[config.mk]
export PLATFORM = sky130hd
export DESIGN_NAME = rxdd_engine
export DESIGN_NICKNAME = d
export VERILOG_FILES = /design/src/rxdd_engine.v
export VERILOG_INCLUDE_DIRS = /design/src /design/src/src
export SDC_FILE = /design/constraint.sdc
export NUM_CORES = 1
export LEC_CHECK = 0
export CAP_MARGIN = 20
export CORE_ASPECT_RATIO = 2
export CORE_UTILIZATION = 29
export CTS_CLUSTER_SIZE = 25
export DETAILED_ROUTE_END_ITERATION = 10
export DONT_BUFFER_PORTS = 1
export HOLD_SLACK_MARGIN = 0.15
export PLACE_DENSITY = 0.44
export RECOVER_POWER = 50
export SLEW_MARGIN = 20
export SYNTH_ARGS = -nofsm -noshare
export SYNTH_HDL_FRONTEND = slang
export SYNTH_SLANG_ARGS = --single-unit
export TNS_END_PERCENT = 100
[constraint.sdc]
create_clock -name clk -period 9.2 [get_ports clk]
set_clock_uncertainty 0.15 [all_clocks]
set_input_delay 1.38 -clock clk [delete_from_list [all_inputs] [get_ports clk]]
set_output_delay 1.38 -clock clk [all_outputs]
set_load 0.005 [all_outputs]
[src/rxdd_regs.vh]
// Register offsets, descriptor field layout and reset values of the receive descriptor engine
`ifndef RXDD_REGS_VH
`define RXDD_REGS_VH
`define RXDD_OFF_CTRL 8'h00
`define RXDD_OFF_FIRST 8'h04
`define RXDD_OFF_CMD 8'h08
`define RXDD_OFF_STAT 8'h0C
`define RXDD_OFF_CUR 8'h10
`define RXDD_OFF_CCB 8'h14
`define RXDD_CTRL_RST 32'h0000_0003
`define RXDD_CMD_JUMP 0
`define RXDD_CMD_ABORT 1
`define RXDD_CMD_INIT 2
`define RXDD_MODE_TMA 2'h0
`define RXDD_MODE_TMB 2'h1
`define RXDD_MODE_RATE 2'h2
`define RXDD_MODE_HDLC 2'h3
`define RXDD_CW_HOLD 30
`define RXDD_CW_HI 29
`define RXDD_SIZE_HI 28
`define RXDD_SIZE_LO 16
`define RXDD_DW_FE 31
`define RXDD_DW_DONE 30
`define RXDD_STS_HI 15
`define RXDD_STS_LO 8
`define RXDD_STS_OK 8'h00
`define RXDD_STS_SHORT 8'h40
`define RXDD_STS_LONG 8'h04
`define RXDD_STS_ABORT 8'h02
`define RXDD_MASK_HDLC 8'h7F
`define RXDD_MASK_TMB 8'h0F
`define RXDD_MASK_RATE 8'h23
`define RXDD_MASK_TMA 8'h02
`define RXDD_DESC_STEP 32'h0000_0004
`define RXDD_MAX_FRAME 16'h0800
`endif

[src/rxdd_engine.v]
// Receive descriptor engine: descriptor fetch, data fill, completion write-back and stall polling
`timescale 1ns/1ns
`include "rxdd_regs.vh"
module rxdd_engine #(
  parameter MAX_FRAME = `RXDD_MAX_FRAME
) (
  input wire clk,
  input wire rst_b,
  input wire [7:0] paddr,
  input wire psel,
  input wire penable,
  input wire pwrite,
  input wire [31:0] pwdata,
  output reg [31:0] prdata,
  output wire pready,
  output wire pslverr,
  output wire mem_req,
  output wire mem_we,
  output wire [31:0] mem_addr,
  output wire [31:0] mem_wdata,
  input wire mem_ack,
  input wire [31:0] mem_rdata,
  input wire rx_valid,
  output wire rx_ready,
  input wire [31:0] rx_data,
  input wire [2:0] rx_nbytes,
  input wire rx_last,
  input wire rx_event,
  input wire [7:0] rx_status,
  output wire irq_valid,
  output wire irq_frame,
  output wire irq_err,
  output wire irq_host
);
  localparam S_IDLE = 12'h001;
  localparam S_RCTL = 12'h002;
  localparam S_RNXT = 12'h004;
  localparam S_RDAT = 12'h008;
  localparam S_WCUR = 12'h010;
  localparam S_DATA = 12'h020;
  localparam S_WDAT = 12'h040;
  localparam S_DONE = 12'h080;
  localparam S_IRQ = 12'h100;
  localparam S_PWAIT = 12'h200;
  localparam S_PCTL = 12'h400;
  localparam S_DISC = 12'h800;
  // Sized copies so address sums and the reset mode keep their widths on purpose
  localparam [31:0] CTRL_RST = `RXDD_CTRL_RST;
  localparam [31:0] STEP1 = `RXDD_DESC_STEP;
  localparam [31:0] STEP2 = {STEP1[30:0], 1'b0};
  localparam [31:0] STEP3 = STEP2 + STEP1;

  reg [11:0] state_ff, nxt_state;
  reg [1:0] mode_ff;
  reg [31:0] first_ff, ccb_ff, cur_ff, next_ff, dptr_ff;
  reg [31:0] nxt_first, nxt_ccb, nxt_cur, nxt_next, nxt_dptr;
  reg [31:0] addr_ff, wdata_ff, nxt_addr, nxt_wdata;
  reg we_ff, nxt_we;
  reg hold_ff, hi_ff, nxt_hold, nxt_hi;
  reg [12:0] size_ff, bno_ff, nxt_size, nxt_bno;
  reg [15:0] fcnt_ff, nxt_fcnt;
  reg fe_ff, nxt_fe, last_ff, nxt_last;
  reg [7:0] sts_ff, nxt_sts, fsts_ff, nxt_fsts;
  reg pend_fe_ff, nxt_pend_fe, skip_ff, nxt_skip, first_sel_ff, nxt_first_sel;
  reg [2:0] cmd_ff;
  reg [2:0] cmd_take;
  reg irq_ff, nxt_irq, ifr_ff, nxt_ifr, ier_ff, nxt_ier, iho_ff, nxt_iho;

  wire frame_mode = (mode_ff == `RXDD_MODE_HDLC) || (mode_ff == `RXDD_MODE_TMB);
  wire apb_wr = psel & penable & pwrite;
  wire hit = (paddr == `RXDD_OFF_CTRL) || (paddr == `RXDD_OFF_FIRST) ||
             (paddr == `RXDD_OFF_CMD) || (paddr == `RXDD_OFF_STAT) ||
             (paddr == `RXDD_OFF_CUR) || (paddr == `RXDD_OFF_CCB);
  wire [2:0] cmd_set = (apb_wr && paddr == `RXDD_OFF_CMD) ? pwdata[2:0] : 3'h0;
  wire rx_take = rx_valid & rx_ready;
  wire [12:0] bno_sum = bno_ff + {10'h000, rx_nbytes};
  wire [15:0] fcnt_sum = fcnt_ff + {13'h0000, rx_nbytes};

  reg [7:0] sts_mask;
  always @* begin
    case (mode_ff)
      `RXDD_MODE_HDLC: sts_mask = `RXDD_MASK_HDLC;
      `RXDD_MODE_TMB: sts_mask = `RXDD_MASK_TMB;
      `RXDD_MODE_RATE: sts_mask = `RXDD_MASK_RATE;
      default: sts_mask = `RXDD_MASK_TMA;
    endcase
  end

  // APB slave: zero wait states, error on unmapped offsets
  assign pready = 1'b1;
  assign pslverr = psel & penable & ~hit;
  always @* begin
    case (paddr)
      `RXDD_OFF_CTRL: prdata = {30'h0, mode_ff};
      `RXDD_OFF_FIRST: prdata = first_ff;
      `RXDD_OFF_STAT: prdata = {16'h0, 1'b0, hold_ff, pend_fe_ff, first_sel_ff, state_ff};
      `RXDD_OFF_CUR: prdata = cur_ff;
      `RXDD_OFF_CCB: prdata = ccb_ff;
      default: prdata = 32'h0;
    endcase
  end

  assign mem_req = (state_ff & (S_RCTL | S_RNXT | S_RDAT | S_WCUR | S_WDAT | S_DONE |
                    S_PCTL)) != 12'h000;
  assign mem_we = we_ff;
  assign mem_addr = addr_ff;
  assign mem_wdata = wdata_ff;
  // Stall wait and discard states keep draining the receiver; it only pauses while S_PCTL polls the control word
  assign rx_ready = (state_ff == S_DATA && cmd_ff == 3'h0 && !pend_fe_ff) ||
                    (state_ff == S_PWAIT) || (state_ff == S_DISC);
  assign irq_valid = irq_ff;
  assign irq_frame = ifr_ff;
  assign irq_err = ier_ff;
  assign irq_host = iho_ff;

  always @* begin
    nxt_state = state_ff;
    nxt_first = first_ff;
    nxt_ccb = ccb_ff;
    nxt_cur = cur_ff;
    nxt_next = next_ff;
    nxt_dptr = dptr_ff;
    nxt_addr = addr_ff;
    nxt_wdata = wdata_ff;
    nxt_we = we_ff;
    nxt_hold = hold_ff;
    nxt_hi = hi_ff;
    nxt_size = size_ff;
    nxt_bno = bno_ff;
    nxt_fcnt = fcnt_ff;
    nxt_fe = fe_ff;
    nxt_last = last_ff;
    nxt_sts = sts_ff;
    nxt_fsts = fsts_ff;
    nxt_pend_fe = pend_fe_ff;
    nxt_skip = skip_ff;
    nxt_first_sel = first_sel_ff;
    cmd_take = 3'h0;
    nxt_irq = 1'b0;
    nxt_ifr = 1'b0;
    nxt_ier = 1'b0;
    nxt_iho = 1'b0;
    if (apb_wr && paddr == `RXDD_OFF_FIRST)
      nxt_first = pwdata;
    if (apb_wr && paddr == `RXDD_OFF_CCB)
      nxt_ccb = pwdata;
    case (state_ff)
      S_IDLE: begin
        if (cmd_ff != 3'h0) begin
          cmd_take = cmd_ff;
          nxt_cur = first_ff;
          nxt_addr = first_ff;
          nxt_we = 1'b0;
          nxt_pend_fe = 1'b0;
          nxt_state = S_RCTL;
        end
      end
      S_RCTL: begin
        if (mem_ack) begin
          nxt_hold = mem_rdata[`RXDD_CW_HOLD];
          nxt_hi = mem_rdata[`RXDD_CW_HI];
          nxt_size = mem_rdata[`RXDD_SIZE_HI:`RXDD_SIZE_LO];
          nxt_addr = cur_ff + `RXDD_DESC_STEP;
          nxt_state = S_RNXT;
        end
      end
      S_RNXT: begin
        if (mem_ack) begin
          nxt_next = mem_rdata;
          nxt_addr = cur_ff + STEP2;
          nxt_state = S_RDAT;
        end
      end
      S_RDAT: begin
        if (mem_ack) begin
          nxt_dptr = mem_rdata;
          nxt_addr = ccb_ff;
          nxt_wdata = cur_ff;
          nxt_we = 1'b1;
          nxt_bno = 13'h0000;
          nxt_state = S_WCUR;
        end
      end
      S_WCUR: begin
        if (mem_ack) begin
          nxt_we = 1'b0;
          nxt_state = S_DATA;
          if (pend_fe_ff) begin
            // Empty closing descriptor after an exactly filled one
            nxt_pend_fe = 1'b0;
            nxt_fe = 1'b1;
            nxt_sts = fsts_ff;
            nxt_state = S_DONE;
          end
        end
      end
      S_DATA: begin
        if (cmd_ff[`RXDD_CMD_INIT] || cmd_ff[`RXDD_CMD_JUMP]) begin
          cmd_take = cmd_ff & 3'h5;
          nxt_cur = first_ff;
          nxt_addr = first_ff;
          nxt_skip = 1'b0;
          nxt_state = S_RCTL;
        end else if (cmd_ff[`RXDD_CMD_ABORT]) begin
          cmd_take = 3'h2;
          nxt_fe = frame_mode;
          nxt_sts = `RXDD_STS_ABORT;
          nxt_first_sel = 1'b1;
          nxt_fcnt = 16'h0000;
          nxt_state = S_DONE;
        end else if (rx_take && skip_ff) begin
          // Tail of an over-long frame is dropped up to its end
          nxt_skip = ~(rx_last | rx_event);
          nxt_fcnt = 16'h0000;
        end else if (rx_take && rx_event) begin
          nxt_fe = (mode_ff == `RXDD_MODE_HDLC) || (mode_ff == `RXDD_MODE_TMB);
          nxt_sts = rx_status & sts_mask;
          nxt_fcnt = 16'h0000;
          nxt_state = S_DONE;
        end else if (rx_take) begin
          nxt_addr = dptr_ff + {19'h00000, bno_ff};
          nxt_wdata = rx_data;
          nxt_we = 1'b1;
          nxt_bno = bno_sum;
          nxt_fcnt = fcnt_sum;
          nxt_last = rx_last;
          nxt_fsts = rx_status & sts_mask;
          nxt_state = S_WDAT;
        end
      end
      S_WDAT: begin
        if (mem_ack) begin
          nxt_we = 1'b0;
          nxt_state = S_DONE;
          if (frame_mode && fcnt_ff > MAX_FRAME) begin
            nxt_fe = 1'b1;
            nxt_sts = fsts_ff | `RXDD_STS_LONG | `RXDD_STS_ABORT;
            nxt_skip = ~last_ff;
            nxt_fcnt = 16'h0000;
          end else if (frame_mode && last_ff && bno_ff == size_ff && !hold_ff) begin
            nxt_fe = 1'b0;
            nxt_sts = `RXDD_STS_OK;
            nxt_pend_fe = 1'b1;
            nxt_fcnt = 16'h0000;
          end else if (frame_mode && last_ff) begin
            nxt_fe = 1'b1;
            nxt_sts = fsts_ff;
            nxt_fcnt = 16'h0000;
          end else if (bno_ff == size_ff && hold_ff) begin
            // Frame cannot fit behind a stall
            nxt_fe = frame_mode;
            nxt_sts = `RXDD_STS_ABORT;
          end else if (bno_ff == size_ff) begin
            nxt_fe = 1'b0;
            nxt_sts = `RXDD_STS_OK;
          end else begin
            nxt_state = S_DATA;
          end
        end
      end
      S_DONE: begin
        if (!mem_ack) begin
          nxt_addr = cur_ff + STEP3;
          nxt_wdata = {fe_ff, 1'b1, 1'b0, bno_ff, sts_ff, 8'h00};
          nxt_we = 1'b1;
        end else begin
          nxt_we = 1'b0;
          nxt_state = S_IRQ;
        end
      end
      S_IRQ: begin
        nxt_ifr = fe_ff;
        nxt_ier = (sts_ff != `RXDD_STS_OK) && (sts_ff != `RXDD_STS_SHORT);
        nxt_iho = hi_ff;
        nxt_irq = fe_ff | nxt_ier | hi_ff;
        if (hold_ff && !first_sel_ff && !pend_fe_ff) begin
          nxt_state = S_PWAIT;
        end else begin
          nxt_first_sel = 1'b0;
          nxt_cur = first_sel_ff ? first_ff : next_ff;
          nxt_addr = first_sel_ff ? first_ff : next_ff;
          nxt_state = S_RCTL;
        end
      end
      S_PWAIT: begin
        if (cmd_ff != 3'h0) begin
          cmd_take = cmd_ff;
          nxt_cur = first_ff;
          nxt_addr = first_ff;
          nxt_state = S_RCTL;
        end else if (rx_take) begin
          nxt_addr = cur_ff;
          nxt_state = S_PCTL;
        end
      end
      S_PCTL: begin
        if (mem_ack) begin
          nxt_hold = mem_rdata[`RXDD_CW_HOLD];
          if (mem_rdata[`RXDD_CW_HOLD]) begin
            nxt_state = S_PWAIT;
          end else if (frame_mode) begin
            nxt_state = S_DISC;
          end else begin
            nxt_cur = next_ff;
            nxt_addr = next_ff;
            nxt_state = S_RCTL;
          end
        end
      end
      S_DISC: begin
        if (cmd_ff != 3'h0) begin
          cmd_take = cmd_ff;
          nxt_cur = first_ff;
          nxt_addr = first_ff;
          nxt_state = S_RCTL;
        end else if (rx_take && (rx_last || rx_event)) begin
          nxt_cur = next_ff;
          nxt_addr = next_ff;
          nxt_fcnt = 16'h0000;
          nxt_state = S_RCTL;
        end
      end
      default: begin
        nxt_state = S_IDLE;
      end
    endcase
  end

  // A stall poll rereads only the control word: the next pointer stays the one held in next_ff
  always @(posedge clk) begin
    if (!rst_b) begin
      state_ff <= S_IDLE;
      mode_ff <= CTRL_RST[1:0];
      first_ff <= 32'h0;
      ccb_ff <= 32'h0;
      cur_ff <= 32'h0;
      next_ff <= 32'h0;
      dptr_ff <= 32'h0;
      addr_ff <= 32'h0;
      wdata_ff <= 32'h0;
      we_ff <= 1'b0;
      hold_ff <= 1'b0;
      hi_ff <= 1'b0;
      size_ff <= 13'h0000;
      bno_ff <= 13'h0000;
      fcnt_ff <= 16'h0000;
      fe_ff <= 1'b0;
      last_ff <= 1'b0;
      sts_ff <= 8'h00;
      fsts_ff <= 8'h00;
      pend_fe_ff <= 1'b0;
      skip_ff <= 1'b0;
      first_sel_ff <= 1'b0;
      cmd_ff <= 3'h0;
      irq_ff <= 1'b0;
      ifr_ff <= 1'b0;
      ier_ff <= 1'b0;
      iho_ff <= 1'b0;
    end else begin
      state_ff <= nxt_state;
      if (apb_wr && paddr == `RXDD_OFF_CTRL)
        mode_ff <= pwdata[1:0];
      first_ff <= nxt_first;
      ccb_ff <= nxt_ccb;
      cur_ff <= nxt_cur;
      next_ff <= nxt_next;
      dptr_ff <= nxt_dptr;
      addr_ff <= nxt_addr;
      wdata_ff <= nxt_wdata;
      we_ff <= nxt_we;
      hold_ff <= nxt_hold;
      hi_ff <= nxt_hi;
      size_ff <= nxt_size;
      bno_ff <= nxt_bno;
      fcnt_ff <= nxt_fcnt;
      fe_ff <= nxt_fe;
      last_ff <= nxt_last;
      sts_ff <= nxt_sts;
      fsts_ff <= nxt_fsts;
      pend_fe_ff <= nxt_pend_fe;
      skip_ff <= nxt_skip;
      first_sel_ff <= nxt_first_sel;
      // A command written in the cycle it is consumed stays pending
      cmd_ff <= (cmd_ff & ~cmd_take) | cmd_set;
      irq_ff <= nxt_irq;
      ifr_ff <= nxt_ifr;
      ier_ff <= nxt_ier;
      iho_ff <= nxt_iho;
    end
  end
endmodule

### After elaboration in Yosys (flattened, before gate mapping)

Index checks and enable logic that the tools add are counted.

| storage, ports and cells | value |
|---|---|
| register bits | 311 |
| input bits | 124 |
| output and inout port bits | 105 |
| word-level logic and storage cells | 314 |

| cells by class | value |
|---|---|
| add/subtract/negate cells | 6 |
| order comparisons | 1 |
| equal/unequal tests | 63 |
| mux-type cells | 133 |
| bitwise gates (word level) | 18 |
| reduce and logical (&&, ||, !) cells | 66 |

Operator list:

| cell | number |
|---|---|
| 32-bit two-way mux | 27 |
| 32-bit one-hot mux with 10 select lines | 1 |
| 32-bit one-hot mux with 5 select lines | 2 |
| 12-bit two-way mux | 19 |
| 16-bit two-way mux | 11 |
| 8-bit two-way mux | 18 |
| 12-bit one-hot mux with 12 select lines | 1 |
| 32-bit one-hot mux with 3 select lines | 1 |
| 13-bit two-way mux | 6 |
| 32-bit by 4-bit adder with 32-bit output, second input constant | 2 |
| 16-bit one-hot mux with 3 select lines | 1 |
| 2-bit inequality test, second input constant | 23 |
| 32-bit by 13-bit adder with 32-bit output | 1 |
| 32-bit by 3-bit adder with 32-bit output, second input constant | 1 |
| 1-bit two-way mux | 32 |
| 13-bit one-hot mux with 2 select lines | 1 |
| 8-bit one-hot mux with 3 select lines | 1 |
| 8-bit AND reduction | 3 |
| 7-bit one-hot mux with 3 select lines | 1 |
| 1-bit logical AND | 17 |
| 16-bit by 3-bit adder with 16-bit output | 1 |
| 8-bit by 4-bit == test with 1-bit output, second input constant | 2 |
| 8-bit by 5-bit == test with 1-bit output, second input constant | 2 |
| 16-bit by 12-bit greater-than comparator with 1-bit output, second input constant | 1 |
| other kinds (59) | 112 |

### Depth between registers and ports, before layout

| depth | value |
|---|---|
| depth in word-level cells | 12 |
| gate-level depth with buffers | 16 |
| mapped depth without buffers | 13 |

### Least setup slack after synthesis

OpenSTA, ideal clock, no wires.

| timing | value |
|---|---|
| path kind | input port to output port |
| start | input paddr[1] |
| end | output prdata[3] |
| arrival time | 2.848 ns |
| data required time | 7.670 ns |
| setup slack | 4.822 ns |
| stages on the path | 8 |
| path buffers | 2 |
| path through | nor3_1 -> nand2_1 -> nor3b_1 -> clkbuf_1 -> nor2b_1 -> clkbuf_1 -> a22oi_1 -> nand2_1 |

| on the way | value |
|---|---|
| cells in the longest elaborated chain, start to end | 2 |
| elaborated cells on any way between the ends | 6 |
| those cells by class | eq/ne (4); mux (1); reduce/logical (1) |

RTL lines:

| element | line | RTL |
|---|---|---|
| from (decl) | rxdd_engine.v:9 | `input wire [7:0] paddr,` |
| 8-bit by 5-bit == test with 1-bit output (tied with other cells) | rxdd_engine.v:93 | `case (paddr)` |
| 32-bit one-hot mux with 5 select lines * | rxdd_engine.v:93 |  |
| to (decl) | rxdd_engine.v:14 | `output reg [31:0] prdata,` |

Every way passes the cells marked *; elsewhere a longest branch is shown, timed or not.

### Worst setup path in the final report

| timing | value |
|---|---|
| start | input paddr[1] |
| end | register first_ff[20] |

| on the way | value |
|---|---|
| cells in the longest elaborated chain, start to end | 2 |

RTL lines:

| element | line | RTL |
|---|---|---|
| 8-bit by 3-bit == test with 1-bit output | -- |  |
| 1-bit logical AND (no line) | -- |  |
| to (signal assigned) | rxdd_engine.v:363 | `first_ff <= nxt_first;` |
| to (decl) | rxdd_engine.v:55 | `reg [31:0] first_ff, ccb_ff, cur_ff, next_ff, dptr_ff;` |

Every way passes these cells.
A chain may end at the register's enable or synchronous reset.

==> results.py <==
metrics = {
    "cts": {
        "htreeDepth": 2,
        "clkSlewWorstSetupHoldPaths_ns": 0.07,
        "holdBufCountCts": 0,
        "number_of_buffers_added_for_setup_after_cts": 0,
        "cts-resized-gates": 0,
        "cts_made_buffers": 34,
        "clkLatencyLatePin_ns": 0.57,
        "ctsLongestPathBuffers": 3,
        "cts.sink_count": 309,
        "cts_tree": "done",
        "clock_tree.root_cell": "clkbuf_16",
    },
    "logic_synthesis": {
        "post_synth_most_frequent_cells": "505 x nand2_1, 309 x dfxtp_1, 263 x a21oi_1",
        "number_of_synthesized_flops_with_an_enable_pin": 0,
        "synthesis.yosys.warnings": 0,
        "synth_mux_area_share_pct": 0.8898,
        "area_of_the_mapped_netlist_um2": 17300,
        "synth_area_leader_cell": "dfxtp_1",
        "synth.most_common_cell": "nand2_1",
        "synth_compound_gate_area_share_pct": 27.08,
        "synth_top_cell_area_share_pct": 35.76,
        "synth_top_cells_by_area": "dfxtp_1 36%, nand2_1 11%, a21oi_1 7.6%, nor2_1 3.8%, clkbuf_1 3.4%",
        "synthXorXnorAreaFrac_pct": 3.443,
        "netlist_instances": 2312,
        "number_of_storage_elements_in_the_synthesis_netlist": 309,
        "synth_flop_cell": "dfxtp_1",
        "yosys.area_share.simple_pct": 25.56,
        "post_synth.cell_area_avg_um2": 7.481,
        "ys_seq_area_share_pct": 35.76,
        "synthAdderAreaFrac_pct": 1.982,
        "ys_async_sr_fraction_pct": 0,
        "synth_top_family_by_area": "compound AO/OA/AOI/OAI gates",
        "post_synth_num_cell_types": 88,
        "synth_nets": 2461,
    },
    "placement": {
        "port-buffer-count": 0,
        "dpl.hpwl_um": 65070,
        "post-place-ws_ns": 4.421,
        "gp_routability_congestion": 0.9796,
    },
    "drt": {
        "remaining_drc_errors": 0,
        "drt-vias-per-instance": 5.949,
        "via_count": 17804,
        "postRouteAntennaNets": 0,
        "drtPass1Iterations": 8,
        "totalWireLength_um": 87430,
        "initialDrtViolationCount": 1635,
        "drt-wirelength-per-cell_um": 29.21,
    },
    "die": {
        "area_of_the_core_um2": 58960,
        "initial_utilization_pct": 29.34,
        "die_area_um2": 60680,
        "fp.dieH_um": 347.4,
        "die_width_um": 174.7,
        "ioPinCount": 229,
        "floorplan.rows": 126,
    },
    "finish": {
        "layout.nets": 2344,
        "share_of_cells_above_drive_strength_1_pct": 6.529,
        "flow.area_growth_from_synthesis_pct": 9.599,
        "fillers": 6488,
    },
    "setup_path": {
        "worst_setup_path_endpoint": "first_ff[20]$_SDFFE_PN0P_",
        "arrival_ns": 6.05,
        "worstSetupStartpointType": "input pin",
        "reg2reg_depth": 9,
        "setup.worst_path.start": "paddr[1]",
        "critical_path_peak_fanout": 35,
        "r2r-start": "state_ff[7]$_SDFFE_PN0P_",
        "timing.rr.end": "mem_addr[9]$_SDFFE_PN0P_",
        "critical_path_class": "input pin to flip-flop",
        "kind_of_end_point_of_the_critical_path": "flip-flop",
        "worst-endpoint-required_ns": 9.37,
        "regToRegSetupSlack_ns": 4.13,
    },
    "power": {
        "power.ir.vdd_worst_mv": 0.09521,
        "p_leak_nw": 5.943,
        "p_per_area_nw_per_um2": 200.7,
        "finalPower_mw": 3.804,
    },
    "grt": {
        "antenna_found_initial": 2,
        "global_route.usage.total_pct": 28.20,
        "number_of_global_route_vias_before_repair": 17317,
        "first_pass_grt_wire_length_um": 124400,
        "grt_overflow": 0,
        "largest_net_degree_at_the_start_of_global_routing": 82,
    },
    "flow_run": {
        "max_cap_viol_count": 5,
    },
    "sta": {
        "crit_path_time_final_ns": 5.887,
        "unrepaired_setup_endpoints_after_global_routing": "false",
        "finalHoldViolCount": 0,
        "setup_total_negative_slack_ns": 0,
        "fin_worst_hold_slack_ns": 0.3023,
        "report.final.slew_viol_count": 238,
        "setup_viol": 0,
        "fmaxAchievable_mhz": 169.9,
        "layout_worst_path_cycle_share_pct": 63.99,
        "fin_ws_ns": 3.313,
        "maxSlewHeadroom_pct": -98.01,
        "worst-slew-pin-transition_ns": 2.954,
    },
    "status": {
        "violated_checks": "capacitance limit, slew limit",
        "status": "complete, but fails checks",
    },
    "worst_hold_path": {
        "timing.hold.worst.class": "flip-flop to flip-flop",
    },
}
how the worst min path moves through the flow:
stage	startpoint	end	slack, ns	depth (start not counted)
2_1_floorplan	next_ff[18]$_SDFFE_PN0P_	next_ff[18]$_SDFFE_PN0P_	0.28	2
3_3_place_gp	fsts_ff[0]$_SDFFE_PN0P_	fsts_ff[0]$_SDFFE_PN0P_	0.29	2
3_5_place_dp	fsts_ff[0]$_SDFFE_PN0P_	fsts_ff[0]$_SDFFE_PN0P_	0.29	2
4_1_cts	fsts_ff[0]$_SDFFE_PN0P_	fsts_ff[0]$_SDFFE_PN0P_	0.30	2
5_1_grt	fsts_ff[0]$_SDFFE_PN0P_	fsts_ff[0]$_SDFFE_PN0P_	0.32	2
6_report	fsts_ff[0]$_SDFFE_PN0P_	fsts_ff[0]$_SDFFE_PN0P_	0.30	2
registers in the layout, indices dropped and copies added, names as in the netlist, 7 cells and up:
name       count
fcnt_ff       16
mem_wdata     32
first_ff      32
ccb_ff        32
mem_addr      32
bno_ff        13
size_ff       13
sts_ff         7
state_ff      12
next_ff       32
fsts_ff        7
cur_ff        32
dptr_ff       32
layout by cell type (no fill, tap or decap), types with 7 or more instances in the layout:
cell type	instances
or3_1	16
nor3_1	40
nand2b_1	13
and3_1	24
nand3_1	58
nand4_1	35
o22ai_1	7
o31ai_1	9
clkbuf_1	12
o21ai_1	20
clkbuf_16	34
dfxtp_1	309
a22oi_1	68
o211ai_1	11
nor4_1	26
or4_1	11
buf_4	36
nor2_1	172
xor2_1	34
a21o_1	10
a32oi_1	8
a311oi_1	30
a211oi_1	41
mux2i_1	12
nor4b_1	7
a22o_1	58
a31oi_1	29
ha_1	21
nand2_1	504
o21ai_0	63
a221oi_1	30
a21oi_1	263
xnor2_1	34
inv_1	21
worst max-delay path, cell delays in order:
cell and delay, ns:
nor3_1 0.16, nand2_1 0.12, nor3_1 0.14, clkbuf_1 1.68, nand3_1 2.00, nand2_1 0.41, a21oi_1 0.11
logic make-up after synthesis:
| group | after synthesis |
|---|---|
| compound gates | 707 |
| xor+xnor | 68 |
| fa+ha+maj | 25 |
| buf+inv | 219 |
| flops | 309 |
| mux | 15 |
| other cells | 1 |
| simple gates | 968 |
stage by stage:
stage | instance area [µm²] | std cells | utilization [%]
after floorplan | 17300 | 2312 | -
after global placement | 17850 | 2927 | 30.28
after detailed placement | 17850 | 2927 | 30.28
after CTS | 18990 | 2989 | 32.21
after global routing | 18950 | 2992 | 32.15
final | 18960 | 2993 | 32.15
metal layers:
| layer | GRT usage, % | routed length (µm) | vias up | part of all wire (%) |
|---|---|---|---|---|
| met4 | 20.66 | 7180 | 0 | 8.2 |
| li1 | - | - | 8152 | - |
| met1 | 29.44 | 30710 | 8569 | 35 |
| met2 | 49.15 | 42830 | 833 | 49 |
| met5 | 0 | 0 | - | 0 |
| met3 | 6.367 | 6715 | 250 | 7.7 |
final cells by class:
cell class	count	area (µm²)	area share, %
inverters	24	93.84	0.4950
diodes	4	10.01	0.05280
well taps	768	960.9	5.069
multi-input cells	1784	10280	54.21
flip-flops and latches	309	6186	32.63
clock inverters	17	195.2	1.030
clock buffers	45	942.2	4.970
repair buffers	42	292.8	1.544
power breakdown:
group	internal, mW	leakage, nW	switching, mW
Combinational	0.198	2.90	0.406
Sequential	1.45	2.50	0.286
Clock	0.816	0.545	0.643
Total	2.47	5.94	1.33
No activity file was read; power rests on OpenSTA's default activity.
